<file path="config.mk">
export PLATFORM = sky130hd
export DESIGN_NAME = sfi_core
export DESIGN_NICKNAME = d
export VERILOG_FILES = /design/src/sfi_core.v
export VERILOG_INCLUDE_DIRS = /design/src
export SDC_FILE = /design/constraint.sdc
export NUM_CORES = 1
export LEC_CHECK = 0
export BUFFER_PORTS_ARGS = -buffer_cell sky130_fd_sc_hd__buf_4
export CORE_ASPECT_RATIO = 2
export CORE_MARGIN = 2
export CORE_UTILIZATION = 50
export CTS_CLUSTER_DIAMETER = 30
export DETAILED_ROUTE_END_ITERATION = 6
export HOLD_SLACK_MARGIN = 0.1
export PLACE_DENSITY = 0.8
export SLEW_MARGIN = 40
export SYNTH_ARGS = -nofsm -noshare
export SYNTH_HDL_FRONTEND = slang
export SYNTH_SLANG_ARGS = --single-unit
export TNS_END_PERCENT = 30
</file>
<file path="constraint.sdc">
create_clock -name aclk -period 3.65 [get_ports aclk]
set_input_delay 0.365 -clock aclk [delete_from_list [all_inputs] [get_ports aclk]]
set_output_delay 0.365 -clock aclk [all_outputs]
set_load 0.02 [all_outputs]
</file>
<file path="src/sfi_regs.vh">
// Register offsets, field positions, reset values and timing for the SPI fault/control block
`ifndef SFI_REGS_VH
`define SFI_REGS_VH
// ****************************************
// Register byte offsets
// ****************************************
`define SFI_OFF_CTRL 32'h0000_0000
`define SFI_OFF_STAT 32'h0000_0004
`define SFI_OFF_DATA 32'h0000_0008
// ****************************************
// Control register fields
// ****************************************
`define SFI_C_RXIE 0
`define SFI_C_DMA_SELECT 1
`define SFI_C_MASTER_SELECT_ALIAS 2
`define SFI_C_CPOL 3
`define SFI_C_CPHA 4
`define SFI_C_WOR 5
`define SFI_C_UE 6
`define SFI_C_TXIE 7
// ****************************************
// Status and control register fields
// ****************************************
`define SFI_S_RATE_LO 0
`define SFI_S_RATE_HI 1
`define SFI_S_MFEN 2
`define SFI_S_TXE 3
`define SFI_S_MODE_FAULT_FLAG 4
`define SFI_S_OVR 5
`define SFI_S_ERROR_IRQ_ENABLE 6
`define SFI_S_RXF 7
// ****************************************
// Reset values
// ****************************************
`define SFI_RST_MASTER_SELECT_ALIAS 1'b1
`define SFI_RST_CPHA 1'b1
`define SFI_RST_TXE 1'b1
// ****************************************
// Half bit time in bus cycles, minus one; clock edges and bits per byte; bus responses
// ****************************************
`define SFI_HALF_DIV2 7'h00
`define SFI_HALF_DIV8 7'h03
`define SFI_HALF_DIV32 7'h0f
`define SFI_HALF_DIV128 7'h3f
`define SFI_EDGES 5'h10
`define SFI_BITS 4'h8
`define SFI_RESP_OKAY 2'h0
`define SFI_RESP_SLVERR 2'h2
`endif

</file>
<file path="src/sfi_core.v">
// SPI unit control, mode fault, overrun, flag clearing and interrupt request logic
//
// Our own choices: register access over AXI4-Lite and the register addresses.
`timescale 1ns/10ps
`default_nettype none
`include "sfi_regs.vh"
// Contract
// Master drives clock and MOSI, slave drives MISO
// Fault: slave SS high mid-transfer, master SS low
// Fault flag sets only with fault enable
// Shared error request from fault or overrun
// Master fault disables unit, sets empty, releases pins
// Phase 0 slave: SS fall starts, idle clock ends
// Phase 1 slave: clock leaving idle starts transfer
// Fault leaves master select untouched
// Phase 0 select/deselect faults; phase 1 does not (code faults a mid-transfer deselect in both phases)
// Slave fault requests interrupt, keeps unit enabled
// SS high: MISO released, slave clocks ignored
// Fault clears by status read then control write
// Transmit request needs enable; data write clears empty
// Receive request ignores unit enable
// Full clears by status read then data read
// Each byte move sets full or empty flag
// Disabled unit: empty set, transfer aborted, pins released
// Disable keeps control bits and sticky flags
// Wait mode: keeps running, requests wake
// Stop halts and holds; reset aborts (code still starts phase 0 slaves on SS fall and detects mode faults in stop)
// Protected break: accesses leave flags alone
// Unprotected break: clears allowed and stay
// Protected break: data writes ignored
// Overrun at bit 1 capture blocks further bytes
// Overrun clears by status read then data read
// Break inputs sampled on bus clock
// Software clears port directions before re-enable
module sfi_core (
  input wire aclk,
  input wire aresetn,
  input wire [31:0] s_axi_awaddr,
  input wire s_axi_awvalid,
  output wire s_axi_awready,
  input wire [31:0] s_axi_wdata,
  input wire [3:0] s_axi_wstrb,
  input wire s_axi_wvalid,
  output wire s_axi_wready,
  output wire [1:0] s_axi_bresp,
  output wire s_axi_bvalid,
  input wire s_axi_bready,
  input wire [31:0] s_axi_araddr,
  input wire s_axi_arvalid,
  output wire s_axi_arready,
  output wire [31:0] s_axi_rdata,
  output wire [1:0] s_axi_rresp,
  output wire s_axi_rvalid,
  input wire s_axi_rready,
  input wire sck_i,
  output wire sck_o,
  output wire sck_oe,
  input wire mosi_i,
  output wire mosi_o,
  output wire mosi_oe,
  input wire miso_i,
  output wire miso_o,
  output wire miso_oe,
  input wire ss_n_i,
  input wire break_state,
  input wire break_clear_enable,
  input wire stop_mode,
  output wire tx_irq,
  output wire rx_err_irq,
  output wire wake_req
);
  // ****************************************
  // Helpers
  // ****************************************
  function [1:0] addr_dec;
    input [31:0] a;
    begin
      if (a == `SFI_OFF_CTRL) addr_dec = 2'h0;
      else if (a == `SFI_OFF_STAT) addr_dec = 2'h1;
      else if (a == `SFI_OFF_DATA) addr_dec = 2'h2;
      else addr_dec = 2'h3;
    end
  endfunction

  function [6:0] half_cnt;
    input [1:0] r;
    begin
      if (r == 2'h0) half_cnt = `SFI_HALF_DIV2;
      else if (r == 2'h1) half_cnt = `SFI_HALF_DIV8;
      else if (r == 2'h2) half_cnt = `SFI_HALF_DIV32;
      else half_cnt = `SFI_HALF_DIV128;
    end
  endfunction

  // ****************************************
  // State
  // ****************************************
  reg rx_ie_reg, master_reg, cpol_reg, cpha_reg, wor_reg, ue_reg, tx_ie_reg;
  reg err_ie_reg, mf_en_reg;
  reg [1:0] rate_reg;
  reg rx_full_reg, ovr_reg, mode_fault_flag_reg, tx_empty_reg;
  reg rx_arm_reg, ovr_arm_reg, mode_fault_flag_arm_reg;
  reg [7:0] tx_data_reg, rx_data_reg, shift_reg;
  reg rx_bit_reg, pend_reg, active_reg, sck_tog_reg;
  reg [3:0] smp_cnt_reg;
  reg [6:0] tmr_reg;
  reg [4:0] exp_cnt_reg;
  reg bvalid_reg, rvalid_reg;
  reg [1:0] bresp_reg, rresp_reg;
  reg [31:0] rdata_reg;
  reg sck_s1_reg, sck_s2_reg, sck_s3_reg;
  reg ss_s1_reg, ss_s2_reg, ss_s3_reg;
  reg mosi_s1_reg, mosi_s2_reg, miso_s1_reg, miso_s2_reg;
  reg brk_s1_reg, brk_s2_reg, break_clear_enable_s1_reg, break_clear_enable_s2_reg, stop_s1_reg, stop_s2_reg;

  // ****************************************
  // Pin synchronisers
  // ****************************************
  // Bit clock is far slower than aclk, so two flops plus an edge flop suffice
  always @(posedge aclk) begin
    sck_s1_reg <= sck_i;
    sck_s2_reg <= sck_s1_reg;
    sck_s3_reg <= sck_s2_reg;
    ss_s1_reg <= ss_n_i;
    ss_s2_reg <= ss_s1_reg;
    ss_s3_reg <= ss_s2_reg;
    mosi_s1_reg <= mosi_i;
    mosi_s2_reg <= mosi_s1_reg;
    miso_s1_reg <= miso_i;
    miso_s2_reg <= miso_s1_reg;
    brk_s1_reg <= break_state;
    brk_s2_reg <= brk_s1_reg;
    break_clear_enable_s1_reg <= break_clear_enable;
    break_clear_enable_s2_reg <= break_clear_enable_s1_reg;
    stop_s1_reg <= stop_mode;
    stop_s2_reg <= stop_s1_reg;
  end

  // ****************************************
  // Combinational decode
  // ****************************************
  wire wr_go = s_axi_awvalid & s_axi_wvalid & ~bvalid_reg;
  wire rd_go = s_axi_arvalid & ~rvalid_reg;
  wire [1:0] wsel = addr_dec(s_axi_awaddr);
  wire [1:0] rsel = addr_dec(s_axi_araddr);
  wire protect = brk_s2_reg & ~break_clear_enable_s2_reg;
  wire run = ~stop_s2_reg;
  wire master_on = ue_reg & master_reg;
  wire slave_on = ue_reg & ~master_reg;
  wire ss_low = ~ss_s2_reg;
  wire sck_chg = sck_s2_reg ^ sck_s3_reg;
  wire lead_s = slave_on & ss_low & run & sck_chg & (sck_s3_reg == cpol_reg);
  wire trail_s = slave_on & ss_low & run & sck_chg & (sck_s2_reg == cpol_reg);
  wire tick = master_on & active_reg & run & (tmr_reg == 7'h00);
  wire edge_m = tick & (cpha_reg ? (exp_cnt_reg < `SFI_EDGES) : (exp_cnt_reg != 5'h00));
  wire lead_m = edge_m & (exp_cnt_reg[0] ^ cpha_reg);
  wire trail_m = edge_m & ~(exp_cnt_reg[0] ^ cpha_reg);
  wire lead = active_reg & (master_on ? lead_m : lead_s);
  wire trail = active_reg & (master_on ? trail_m : trail_s);
  wire samp = cpha_reg ? trail : lead;
  wire shft = cpha_reg ? lead : trail;
  wire in_bit = master_reg ? miso_s2_reg : mosi_s2_reg;
  wire done_m = tick & (exp_cnt_reg == `SFI_EDGES);
  wire done_s = trail_s & active_reg &
    (cpha_reg ? (smp_cnt_reg == `SFI_BITS - 4'h1) : (smp_cnt_reg == `SFI_BITS));
  wire done = master_on ? done_m : done_s;
  wire [7:0] byte_in = {shift_reg[6:0], (samp ? in_bit : rx_bit_reg)};
  wire start_s0 = slave_on & ~cpha_reg & ss_s3_reg & ss_low & ~active_reg;
  wire start_s1 = slave_on & cpha_reg & ~active_reg & run & ss_low & sck_chg &
    (sck_s3_reg == cpol_reg);
  wire mf_m = master_on & mf_en_reg & ss_low;
  wire mf_s = slave_on & mf_en_reg & active_reg & ss_s2_reg;
  wire mf_cond = mf_m | mf_s;
  wire load = ue_reg & run & ~active_reg & ~tx_empty_reg;

  // ****************************************
  // Registers, engine and flags
  // ****************************************
  // Later assignments win, so flag sets follow the clears below
  always @(posedge aclk) begin
    if (!aresetn) begin
      rx_ie_reg <= 1'b0;
      master_reg <= `SFI_RST_MASTER_SELECT_ALIAS;
      cpol_reg <= 1'b0;
      cpha_reg <= `SFI_RST_CPHA;
      wor_reg <= 1'b0;
      ue_reg <= 1'b0;
      tx_ie_reg <= 1'b0;
      err_ie_reg <= 1'b0;
      mf_en_reg <= 1'b0;
      rate_reg <= 2'h0;
      rx_full_reg <= 1'b0;
      ovr_reg <= 1'b0;
      mode_fault_flag_reg <= 1'b0;
      tx_empty_reg <= `SFI_RST_TXE;
      rx_arm_reg <= 1'b0;
      ovr_arm_reg <= 1'b0;
      mode_fault_flag_arm_reg <= 1'b0;
      tx_data_reg <= 8'h00;
      rx_data_reg <= 8'h00;
      shift_reg <= 8'h00;
      rx_bit_reg <= 1'b0;
      pend_reg <= 1'b0;
      active_reg <= 1'b0;
      sck_tog_reg <= 1'b0;
      smp_cnt_reg <= 4'h0;
      tmr_reg <= 7'h00;
      exp_cnt_reg <= 5'h00;
      bvalid_reg <= 1'b0;
      rvalid_reg <= 1'b0;
      bresp_reg <= `SFI_RESP_OKAY;
      rresp_reg <= `SFI_RESP_OKAY;
      rdata_reg <= 32'h0000_0000;
    end else begin
      // Bus answers
      if (bvalid_reg && s_axi_bready) bvalid_reg <= 1'b0;
      if (rvalid_reg && s_axi_rready) rvalid_reg <= 1'b0;
      // Shift engine
      if (master_on && active_reg && run) begin
        tmr_reg <= (tmr_reg == 7'h00) ? half_cnt(rate_reg) : tmr_reg - 7'h01;
        if (tick) exp_cnt_reg <= exp_cnt_reg + 5'h01;
        if (edge_m) sck_tog_reg <= ~sck_tog_reg;
      end
      if (samp) begin
        rx_bit_reg <= in_bit;
        pend_reg <= 1'b1;
        smp_cnt_reg <= smp_cnt_reg + 4'h1;
        if (smp_cnt_reg == `SFI_BITS - 4'h2 && rx_full_reg) ovr_reg <= 1'b1;
      end
      if (shft && pend_reg) begin
        shift_reg <= {shift_reg[6:0], rx_bit_reg};
        pend_reg <= 1'b0;
      end
      if (start_s0 || start_s1) begin
        active_reg <= 1'b1;
        smp_cnt_reg <= 4'h0;
        pend_reg <= 1'b0;
      end
      if (done) begin
        active_reg <= 1'b0;
        shift_reg <= byte_in;
        pend_reg <= 1'b0;
        smp_cnt_reg <= 4'h0;
        exp_cnt_reg <= 5'h00;
        sck_tog_reg <= 1'b0;
        if (!ovr_reg && !(samp && smp_cnt_reg == `SFI_BITS - 4'h2 && rx_full_reg)) begin
          rx_data_reg <= byte_in;
        end
      end
      if (slave_on && ss_s2_reg) begin
        active_reg <= 1'b0;
        smp_cnt_reg <= 4'h0;
        pend_reg <= 1'b0;
      end
      if (load) begin
        shift_reg <= tx_data_reg;
        tx_empty_reg <= 1'b1;
        if (master_reg) begin
          active_reg <= 1'b1;
          tmr_reg <= half_cnt(rate_reg);
          exp_cnt_reg <= 5'h00;
          smp_cnt_reg <= 4'h0;
          pend_reg <= 1'b0;
        end
      end
      // Register writes
      if (wr_go) begin
        bvalid_reg <= 1'b1;
        bresp_reg <= (wsel == 2'h3) ? `SFI_RESP_SLVERR : `SFI_RESP_OKAY;
        if (wsel == 2'h0 && s_axi_wstrb[0]) begin
          rx_ie_reg <= s_axi_wdata[`SFI_C_RXIE];
          master_reg <= s_axi_wdata[`SFI_C_MASTER_SELECT_ALIAS];
          cpol_reg <= s_axi_wdata[`SFI_C_CPOL];
          cpha_reg <= s_axi_wdata[`SFI_C_CPHA];
          wor_reg <= s_axi_wdata[`SFI_C_WOR];
          ue_reg <= s_axi_wdata[`SFI_C_UE];
          tx_ie_reg <= s_axi_wdata[`SFI_C_TXIE];
          if (mode_fault_flag_arm_reg && !mf_cond && !protect) begin
            mode_fault_flag_reg <= 1'b0;
            mode_fault_flag_arm_reg <= 1'b0;
          end
        end else if (wsel == 2'h1 && s_axi_wstrb[0]) begin
          rate_reg <= s_axi_wdata[`SFI_S_RATE_HI:`SFI_S_RATE_LO];
          mf_en_reg <= s_axi_wdata[`SFI_S_MFEN];
          err_ie_reg <= s_axi_wdata[`SFI_S_ERROR_IRQ_ENABLE];
        end else if (wsel == 2'h2 && s_axi_wstrb[0] && !protect) begin
          tx_data_reg <= s_axi_wdata[7:0];
          tx_empty_reg <= 1'b0;
        end
      end
      // Register reads and the first or second clearing step
      if (rd_go) begin
        rvalid_reg <= 1'b1;
        rresp_reg <= (rsel == 2'h3) ? `SFI_RESP_SLVERR : `SFI_RESP_OKAY;
        if (rsel == 2'h0) begin
          rdata_reg <= {24'h000000, tx_ie_reg, ue_reg, wor_reg, cpha_reg, cpol_reg,
            master_reg, 1'b0, rx_ie_reg};
        end else if (rsel == 2'h1) begin
          rdata_reg <= {24'h000000, rx_full_reg, err_ie_reg, ovr_reg, mode_fault_flag_reg,
            tx_empty_reg, mf_en_reg, rate_reg};
          if (!protect) begin
            rx_arm_reg <= rx_full_reg;
            ovr_arm_reg <= ovr_reg;
            mode_fault_flag_arm_reg <= mode_fault_flag_reg;
          end
        end else if (rsel == 2'h2) begin
          rdata_reg <= {24'h000000, rx_data_reg};
          if (!protect) begin
            if (rx_arm_reg) rx_full_reg <= 1'b0;
            if (ovr_arm_reg) ovr_reg <= 1'b0;
            rx_arm_reg <= 1'b0;
            ovr_arm_reg <= 1'b0;
          end
        end else begin
          rdata_reg <= 32'h0000_0000;
        end
      end
      // Event sets win over the clears above
      if (done && !ovr_reg && !(samp && smp_cnt_reg == `SFI_BITS - 4'h2 && rx_full_reg)) begin
        rx_full_reg <= 1'b1;
      end
      if (samp && active_reg && smp_cnt_reg == `SFI_BITS - 4'h2 && rx_full_reg) begin
        ovr_reg <= 1'b1;
      end
      if (mf_s) mode_fault_flag_reg <= 1'b1;
      if (mf_m) begin
        mode_fault_flag_reg <= 1'b1;
        ue_reg <= 1'b0;
      end
      // Partial reset keeps control bits and sticky flags
      if (!ue_reg || mf_m) begin
        tx_empty_reg <= 1'b1;
        active_reg <= 1'b0;
        shift_reg <= 8'h00;
        smp_cnt_reg <= 4'h0;
        exp_cnt_reg <= 5'h00;
        tmr_reg <= 7'h00;
        sck_tog_reg <= 1'b0;
        pend_reg <= 1'b0;
      end
    end
  end

  // ****************************************
  // Outputs
  // ****************************************
  // Wired-or mode drives only lows and releases highs
  wire sck_val = cpol_reg ^ sck_tog_reg;
  assign sck_o = wor_reg ? 1'b0 : sck_val;
  assign sck_oe = master_on & (~wor_reg | ~sck_val);
  assign mosi_o = wor_reg ? 1'b0 : shift_reg[7];
  assign mosi_oe = master_on & (~wor_reg | ~shift_reg[7]);
  assign miso_o = wor_reg ? 1'b0 : shift_reg[7];
  assign miso_oe = slave_on & ss_low & (~wor_reg | ~shift_reg[7]);
  assign tx_irq = tx_empty_reg & tx_ie_reg & ue_reg;
  assign rx_err_irq = (rx_full_reg & rx_ie_reg) | (err_ie_reg & (mode_fault_flag_reg | ovr_reg));
  assign wake_req = tx_irq | rx_err_irq;
  assign s_axi_awready = wr_go;
  assign s_axi_wready = wr_go;
  assign s_axi_bvalid = bvalid_reg;
  assign s_axi_bresp = bresp_reg;
  assign s_axi_arready = rd_go;
  assign s_axi_rvalid = rvalid_reg;
  assign s_axi_rresp = rresp_reg;
  assign s_axi_rdata = rdata_reg;
endmodule // sfi_core
`default_nettype wire

</file>
**After elaboration in Yosys (flattened, before gate mapping)**

Index checks and enable logic that the tools add are counted.

- Register bits after elaboration: 116
- Input bits: 114
- Output and inout bits: 50
- Logic and storage cells: 303

- $add $sub $neg: 3
- $lt $le $gt $ge: 1
- Equal/unequal tests: 23
- Mux-type cells: 98
- Bitwise operators: 74
- Reduce and logical (&&, ||, !) cells: 56

Operator list:

| kind | count |
|---|---|
| 2-to-1 mux 1 bit | 68 |
| equality test 32 x 3 -> 1 bit, second input constant | 2 |
| equality test 32 x 4 -> 1 bit, second input constant | 2 |
| logical NOT 32 bit | 2 |
| 2-to-1 mux 8 bit | 6 |
| AND 1 bit | 47 |
| 2-to-1 mux 7 bit | 5 |
| 2-to-1 mux 5 bit | 5 |
| 2-to-1 mux 4 bit | 6 |
| logical AND 1 bit | 21 |
| inverter 1 bit | 18 |
| 2-to-1 mux 2 bit | 6 |
| 2-to-1 mux 6 bit | 2 |
| nonzero test 2 bit | 6 |
| nonzero test 3 bit | 4 |
| equality test 2 bit, second input constant | 5 |
| equality test 4 x 3 -> 1 bit, second input constant | 2 |
| logical NOT 7 bit | 1 |
| subtractor 7 x 1 -> 7 bit, second input constant | 1 |
| equality test 2 x 1 -> 1 bit, second input constant | 3 |
| logical NOT 2 bit | 3 |
| inequality test 2 x 1 -> 1 bit, second input constant | 3 |
| bitwise OR 1 bit | 6 |
| AND reduction 2 bit | 3 |
| 17 further kinds | 28 |

**Logic depth before layout (Yosys ltp)**

- Depth in word-level cells: 17
- Mapped depth: 11
- Mapped depth without buffers: 11

**Least setup slack after synthesis**

OpenSTA, ideal clock, no wires.

- Kind: register to register
- From: register exp_cnt_reg[0]
- To: register rx_data_reg[1]
- Setup time: 0.116 ns
- Data arrival time: 2.415 ns
- Required time: 3.534 ns
- Path slack: 1.119 ns
- Cell stages (with the launch flop): 11
- Path buffers: 3
- Period minus slack after synthesis: 2.531 ns
- Cell sequence: dfxtp_1 > clkbuf_1 > inv_1 > ha_1 > or4b_1 > buf_2 > a311o_2 > a311oi_1 > buf_4 > mux2i_1 > nor2b_1

- Word-level cells in the longest chain between the ends: 12
- Elaborated cells between the ends (all ways): 21
- Those cells by class: order compare: 1; eq/ne: 1; mux: 5; bitwise: 8; reduce/logical: 6

RTL lines:

| item | RTL line | RTL |
|---|---|---|
| from (decl) | sfi_core.v:107 | `reg [4:0] exp_cnt_reg;` |
| from (signal assigned) | sfi_core.v:221 | `if (tick) exp_cnt_reg <= exp_cnt_reg + 5'h01;` |
| < comparator 5 bit (no source line) or nonzero test 5 bit (tied branches) | -- |  |
| 2-to-1 mux 1 bit | sfi_core.v:155 | `` wire edge_m = tick & (cpha_reg ? (exp_cnt_reg < `SFI_EDGES) : (exp_cnt_reg != 5'h00)); `` |
| AND 1 bit | sfi_core.v:155 |  |
| AND 1 bit, on equally long branches | sfi_core.v:156, sfi_core.v:157 |  |
| 2-to-1 mux 1 bit, on equally long branches | sfi_core.v:158, sfi_core.v:159 |  |
| AND 1 bit, on equally long branches | sfi_core.v:158, sfi_core.v:159 |  |
| 2-to-1 mux 1 bit | sfi_core.v:160 | `wire samp = cpha_reg ? trail : lead;` |
| logical AND 1 bit (2 in series) | sfi_core.v:246 | `` if (!ovr_reg && !(samp && smp_cnt_reg == `SFI_BITS - 4'h2 && rx_full_reg)) begin `` |
| logical NOT 1 bit | sfi_core.v:246 |  |
| logical AND 1 bit | sfi_core.v:246 |  |
| AND reduction 2 bit (no source line) * | -- |  |
| to (signal assigned) | sfi_core.v:247 | `rx_data_reg <= byte_in;` |
| to (decl) | sfi_core.v:103 | `reg [7:0] tx_data_reg, rx_data_reg, shift_reg;` |

Mark *: on every way between the ends. The rest lies on a longest branch, timed or not.
A chain may end at the register's enable or synchronous reset.

**Final worst setup path**

- From: register ue_reg
- To: register rx_data_reg[6]

- Word-level cells in the longest chain between the ends: 14
- Elaborated cells between the ends (all ways): 27
- Those cells by class: mux: 4; bitwise: 18; reduce/logical: 5

RTL lines:

| item | RTL line | RTL |
|---|---|---|
| from (decl) | sfi_core.v:98 | `reg rx_ie_reg, master_reg, cpol_reg, cpha_reg, wor_reg, ue_reg, tx_ie_reg;` |
| from (signal assigned) | sfi_core.v:276 | `` ue_reg <= s_axi_wdata[`SFI_C_UE]; `` |
| AND 1 bit | sfi_core.v:148 | `wire master_on = ue_reg & master_reg;` |
| AND 1 bit (3 in series) | sfi_core.v:154 | `wire tick = master_on & active_reg & run & (tmr_reg == 7'h00);` |
| AND 1 bit | sfi_core.v:155 |  |
| AND 1 bit, on equally long branches | sfi_core.v:156, sfi_core.v:157 |  |
| 2-to-1 mux 1 bit, on equally long branches | sfi_core.v:158, sfi_core.v:159 |  |
| AND 1 bit, on equally long branches | sfi_core.v:158, sfi_core.v:159 |  |
| 2-to-1 mux 1 bit | sfi_core.v:160 |  |
| logical AND 1 bit (2 in series) | sfi_core.v:246 |  |
| logical NOT 1 bit | sfi_core.v:246 |  |
| logical AND 1 bit | sfi_core.v:246 |  |
| AND reduction 2 bit (no source line) * | -- |  |

Marks and branches as above.

==> impl_metrics.env <==
export IMPL_synth_compound_area_share_pct=14.7
export IMPL_final_cell_mix="118 x buf_4, 90 x dfxtp_1, 42 x nor2_1"
export IMPL_grt_max_degree=48
export IMPL_path_clk_slew_ns=0.06
export IMPL_portBuffers=110
export IMPL_cp_max_fo=11
export IMPL_vias=4267
export IMPL_synth_mux_area_fraction_pct=8.05
export IMPL_yosys_area_share_xor_xnor_pct=2.09
export IMPL_layout_worst_path_cycle_share_pct=76.0
export IMPL_critPathMaxStageDelay_ns=0.59
export IMPL_cts_resized=0
export IMPL_core_area_um2=8950
export IMPL_initial_core_util_pct=51.4
export IMPL_cts_tree="built"
export IMPL_slew_viol_final=0
export IMPL_ios=164
export IMPL_yosys_warnings=0
export IMPL_diodes=0
export IMPL_crit_family="compound AO/OA/AOI/OAI gates"
export IMPL_grt_use_met3_pct=3.84
export IMPL_startpoint_type="register"
export IMPL_clock_skew_ns=0.00456
export IMPL_routed_wl_um=12300
export IMPL_gp_congestion=0.873
export IMPL_die_x_um=71.8
export IMPL_total_power_mw=2.13
export IMPL_ys_seq_area_share_pct=39.1
export IMPL_path_cells="or3b_2 > a211oi_2 > a32oi_1 > a311oi_1 > buf_4 > mux2i_1 > nor2b_1"
export IMPL_hold_path_class="input port to register"
export IMPL_busiest_layer="met2"
export IMPL_final_setup_tns_ns=0
export IMPL_numCtsBuffers=9
export IMPL_drt_vias_per_instance=5.89
export IMPL_antenna_left=0
export IMPL_setup_violations=0
export IMPL_nFillCells=761
export IMPL_end_kind="register"
export IMPL_avgRoutedWirePerCell_um=17.0
export IMPL_cp_num_buf_inv=1
export IMPL_synth_cell_type_count=61
export IMPL_avgSynthCellArea_um2=8.85
export IMPL_drtIter0Drc=197
export IMPL_yosys_area_share_simple_pct=24.6
export IMPL_clockBufferDepth=2
export IMPL_grt_setup_unrepaired="false"
export IMPL_grt_total_usage_pct=25.4
export IMPL_finalHoldViolations=0
export IMPL_slew_headroom_pct=54.7
export IMPL_outcome="finished clean"
export IMPL_grt_ovfl_total=0
export IMPL_grt_pass1_wl_um=20000
export IMPL_drc=0
export IMPL_fin_nets=742
export IMPL_die_y_um=140
export IMPL_max_freq_ghz=0.360
export IMPL_async_flop_share_pct=0
export IMPL_synth_top_family_by_area="simple AND/OR/NAND/NOR gates"
export IMPL_antenna_found_initial=0
export IMPL_final_common_cell="buf_4"
export IMPL_area_growth_pct=23.6
export IMPL_crit_slowest_cell="dfxtp_1"
export IMPL_synth_cells=520
export IMPL_power_density_nw_per_um2=375
export IMPL_cts_sinks=90
export IMPL_grt_pass1_vias=4376
export IMPL_dp_hpwl_um=9740
export IMPL_critPathRequiredTime_ns=3.88
export IMPL_maxCapViolations=0
export IMPL_worst_slew_pin_slew_ns=0.678
export IMPL_final_util_pct=63.6
export IMPL_synth_ff_type="dfxtp_1"
export IMPL_cts_hold_buffers_added=0
export IMPL_dr_pass1_iters=5
export IMPL_cts_root_buf="clkbuf_16"
export IMPL_synth_area_um2=4600
export IMPL_worstSetupPathType="register to register"
export IMPL_power_leakage_nw=2.42
export IMPL_clk_latency_ns=0.34
export IMPL_htreeDepth=3
export IMPL_synth_edf_count=0
export IMPL_met2_usage_pct=49.3
export IMPL_period_needed_ns=2.77
export IMPL_rows=49
export IMPL_synth_adder_area_share_pct=2.72
export IMPL_post_cts_buffers=0
export IMPL_vdd_ir_drop_max_v=0.000379
export IMPL_drive_gt1_share_pct=23.6
export IMPL_ys_ff_latch=90
export IMPL_arrival_ns=3.01
export IMPL_die_area_um2=10000
export IMPL_met1_usage_pct=23.4
-- cells in the mapped netlist, types with 5 or more instances --
| cell type | instances | area share, % |
|---|---|---|
| dfxtp_1 | 90 | 39 |
| nor2_1 | 42 | 3.4 |
| mux2i_1 | 37 | 8.0 |
| nor2b_1 | 37 | 5.0 |
| nand2_1 | 34 | 2.8 |
| buf_4 | 29 | 4.7 |
| a21oi_1 | 28 | 3.0 |
| nor4_1 | 22 | 3.0 |
| clkbuf_1 | 21 | 1.7 |
| inv_1 | 13 | 1.1 |
| a211oi_1 | 12 | 2.0 |
| nor3_1 | 11 | 1.2 |
| ha_1 | 10 | 2.7 |
| nand3_1 | 10 | 1.1 |
| nand4_1 | 8 | 1.1 |
| o21ai_0 | 8 | 0.87 |
| a21boi_0 | 7 | 1.1 |
| nand2b_1 | 7 | 0.95 |
| nor3b_1 | 7 | 1.1 |
| nand3b_1 | 6 | 0.98 |
| xor2_1 | 6 | 1.1 |
| a221oi_1 | 5 | 0.95 |
| or3_1 | 5 | 0.68 |
| xnor2_1 | 5 | 0.95 |
-- worst paths after layout --
check / from / slack (ns) / to / cells after the start
setup / recovery: ue_reg / 0.88 / rx_data_reg[6] / 7
hold / removal: miso_i / 0.13 / miso_s1_reg / 1
setup reg to reg: ue_reg / 0.88 / rx_data_reg[6] / 7
hold reg to reg: mosi_s1_reg / 0.32 / mosi_s2_reg / 0
-- final cells by class --
cell class,instances,area (um^2),area share (%)
timing repair buffer,118,886,15.6
sequential,90,1800,31.7
multi-input combinational,385,2500,44.0
inverter,14,52.6,0.924
clock inverter,5,77.6,1.36
tap,102,128,2.24
clock buffer,11,243,4.27
-- kinds of logic after synthesis --
group	Yosys count
buf+inv	70
xor+xnor	11
other cells	1
flops	90
mux	37
fa+ha+maj	10
compound gates	96
simple gates	205
-- metal layers --
layer	up-vias	wire length, um
li1	2004	-
met1	2018	4010
met2	202	7050
met3	43	645
met4	0	646
met5	-	0
-- report_power, final --
part           switching (mW)  leakage [nW]  internal [mW]
Sequential            0.00776         0.732          0.995
Clock                   0.364         0.156          0.616
Combinational          0.0721          1.54         0.0802
-- through the flow --
stage               std cells  hold slack, ns  setup WS, ns  cell area (um^2)
floorplan                 545           0.310          1.12              4700
global placement          709           0.310         0.808              5370
detailed placement        709           0.313         0.765              5370
CTS                       725           0.117         0.925              5690
global route              725           0.117         0.643              5690
finish                    725           0.126         0.875              5690
No activity file was read; power rests on OpenSTA's default activity.
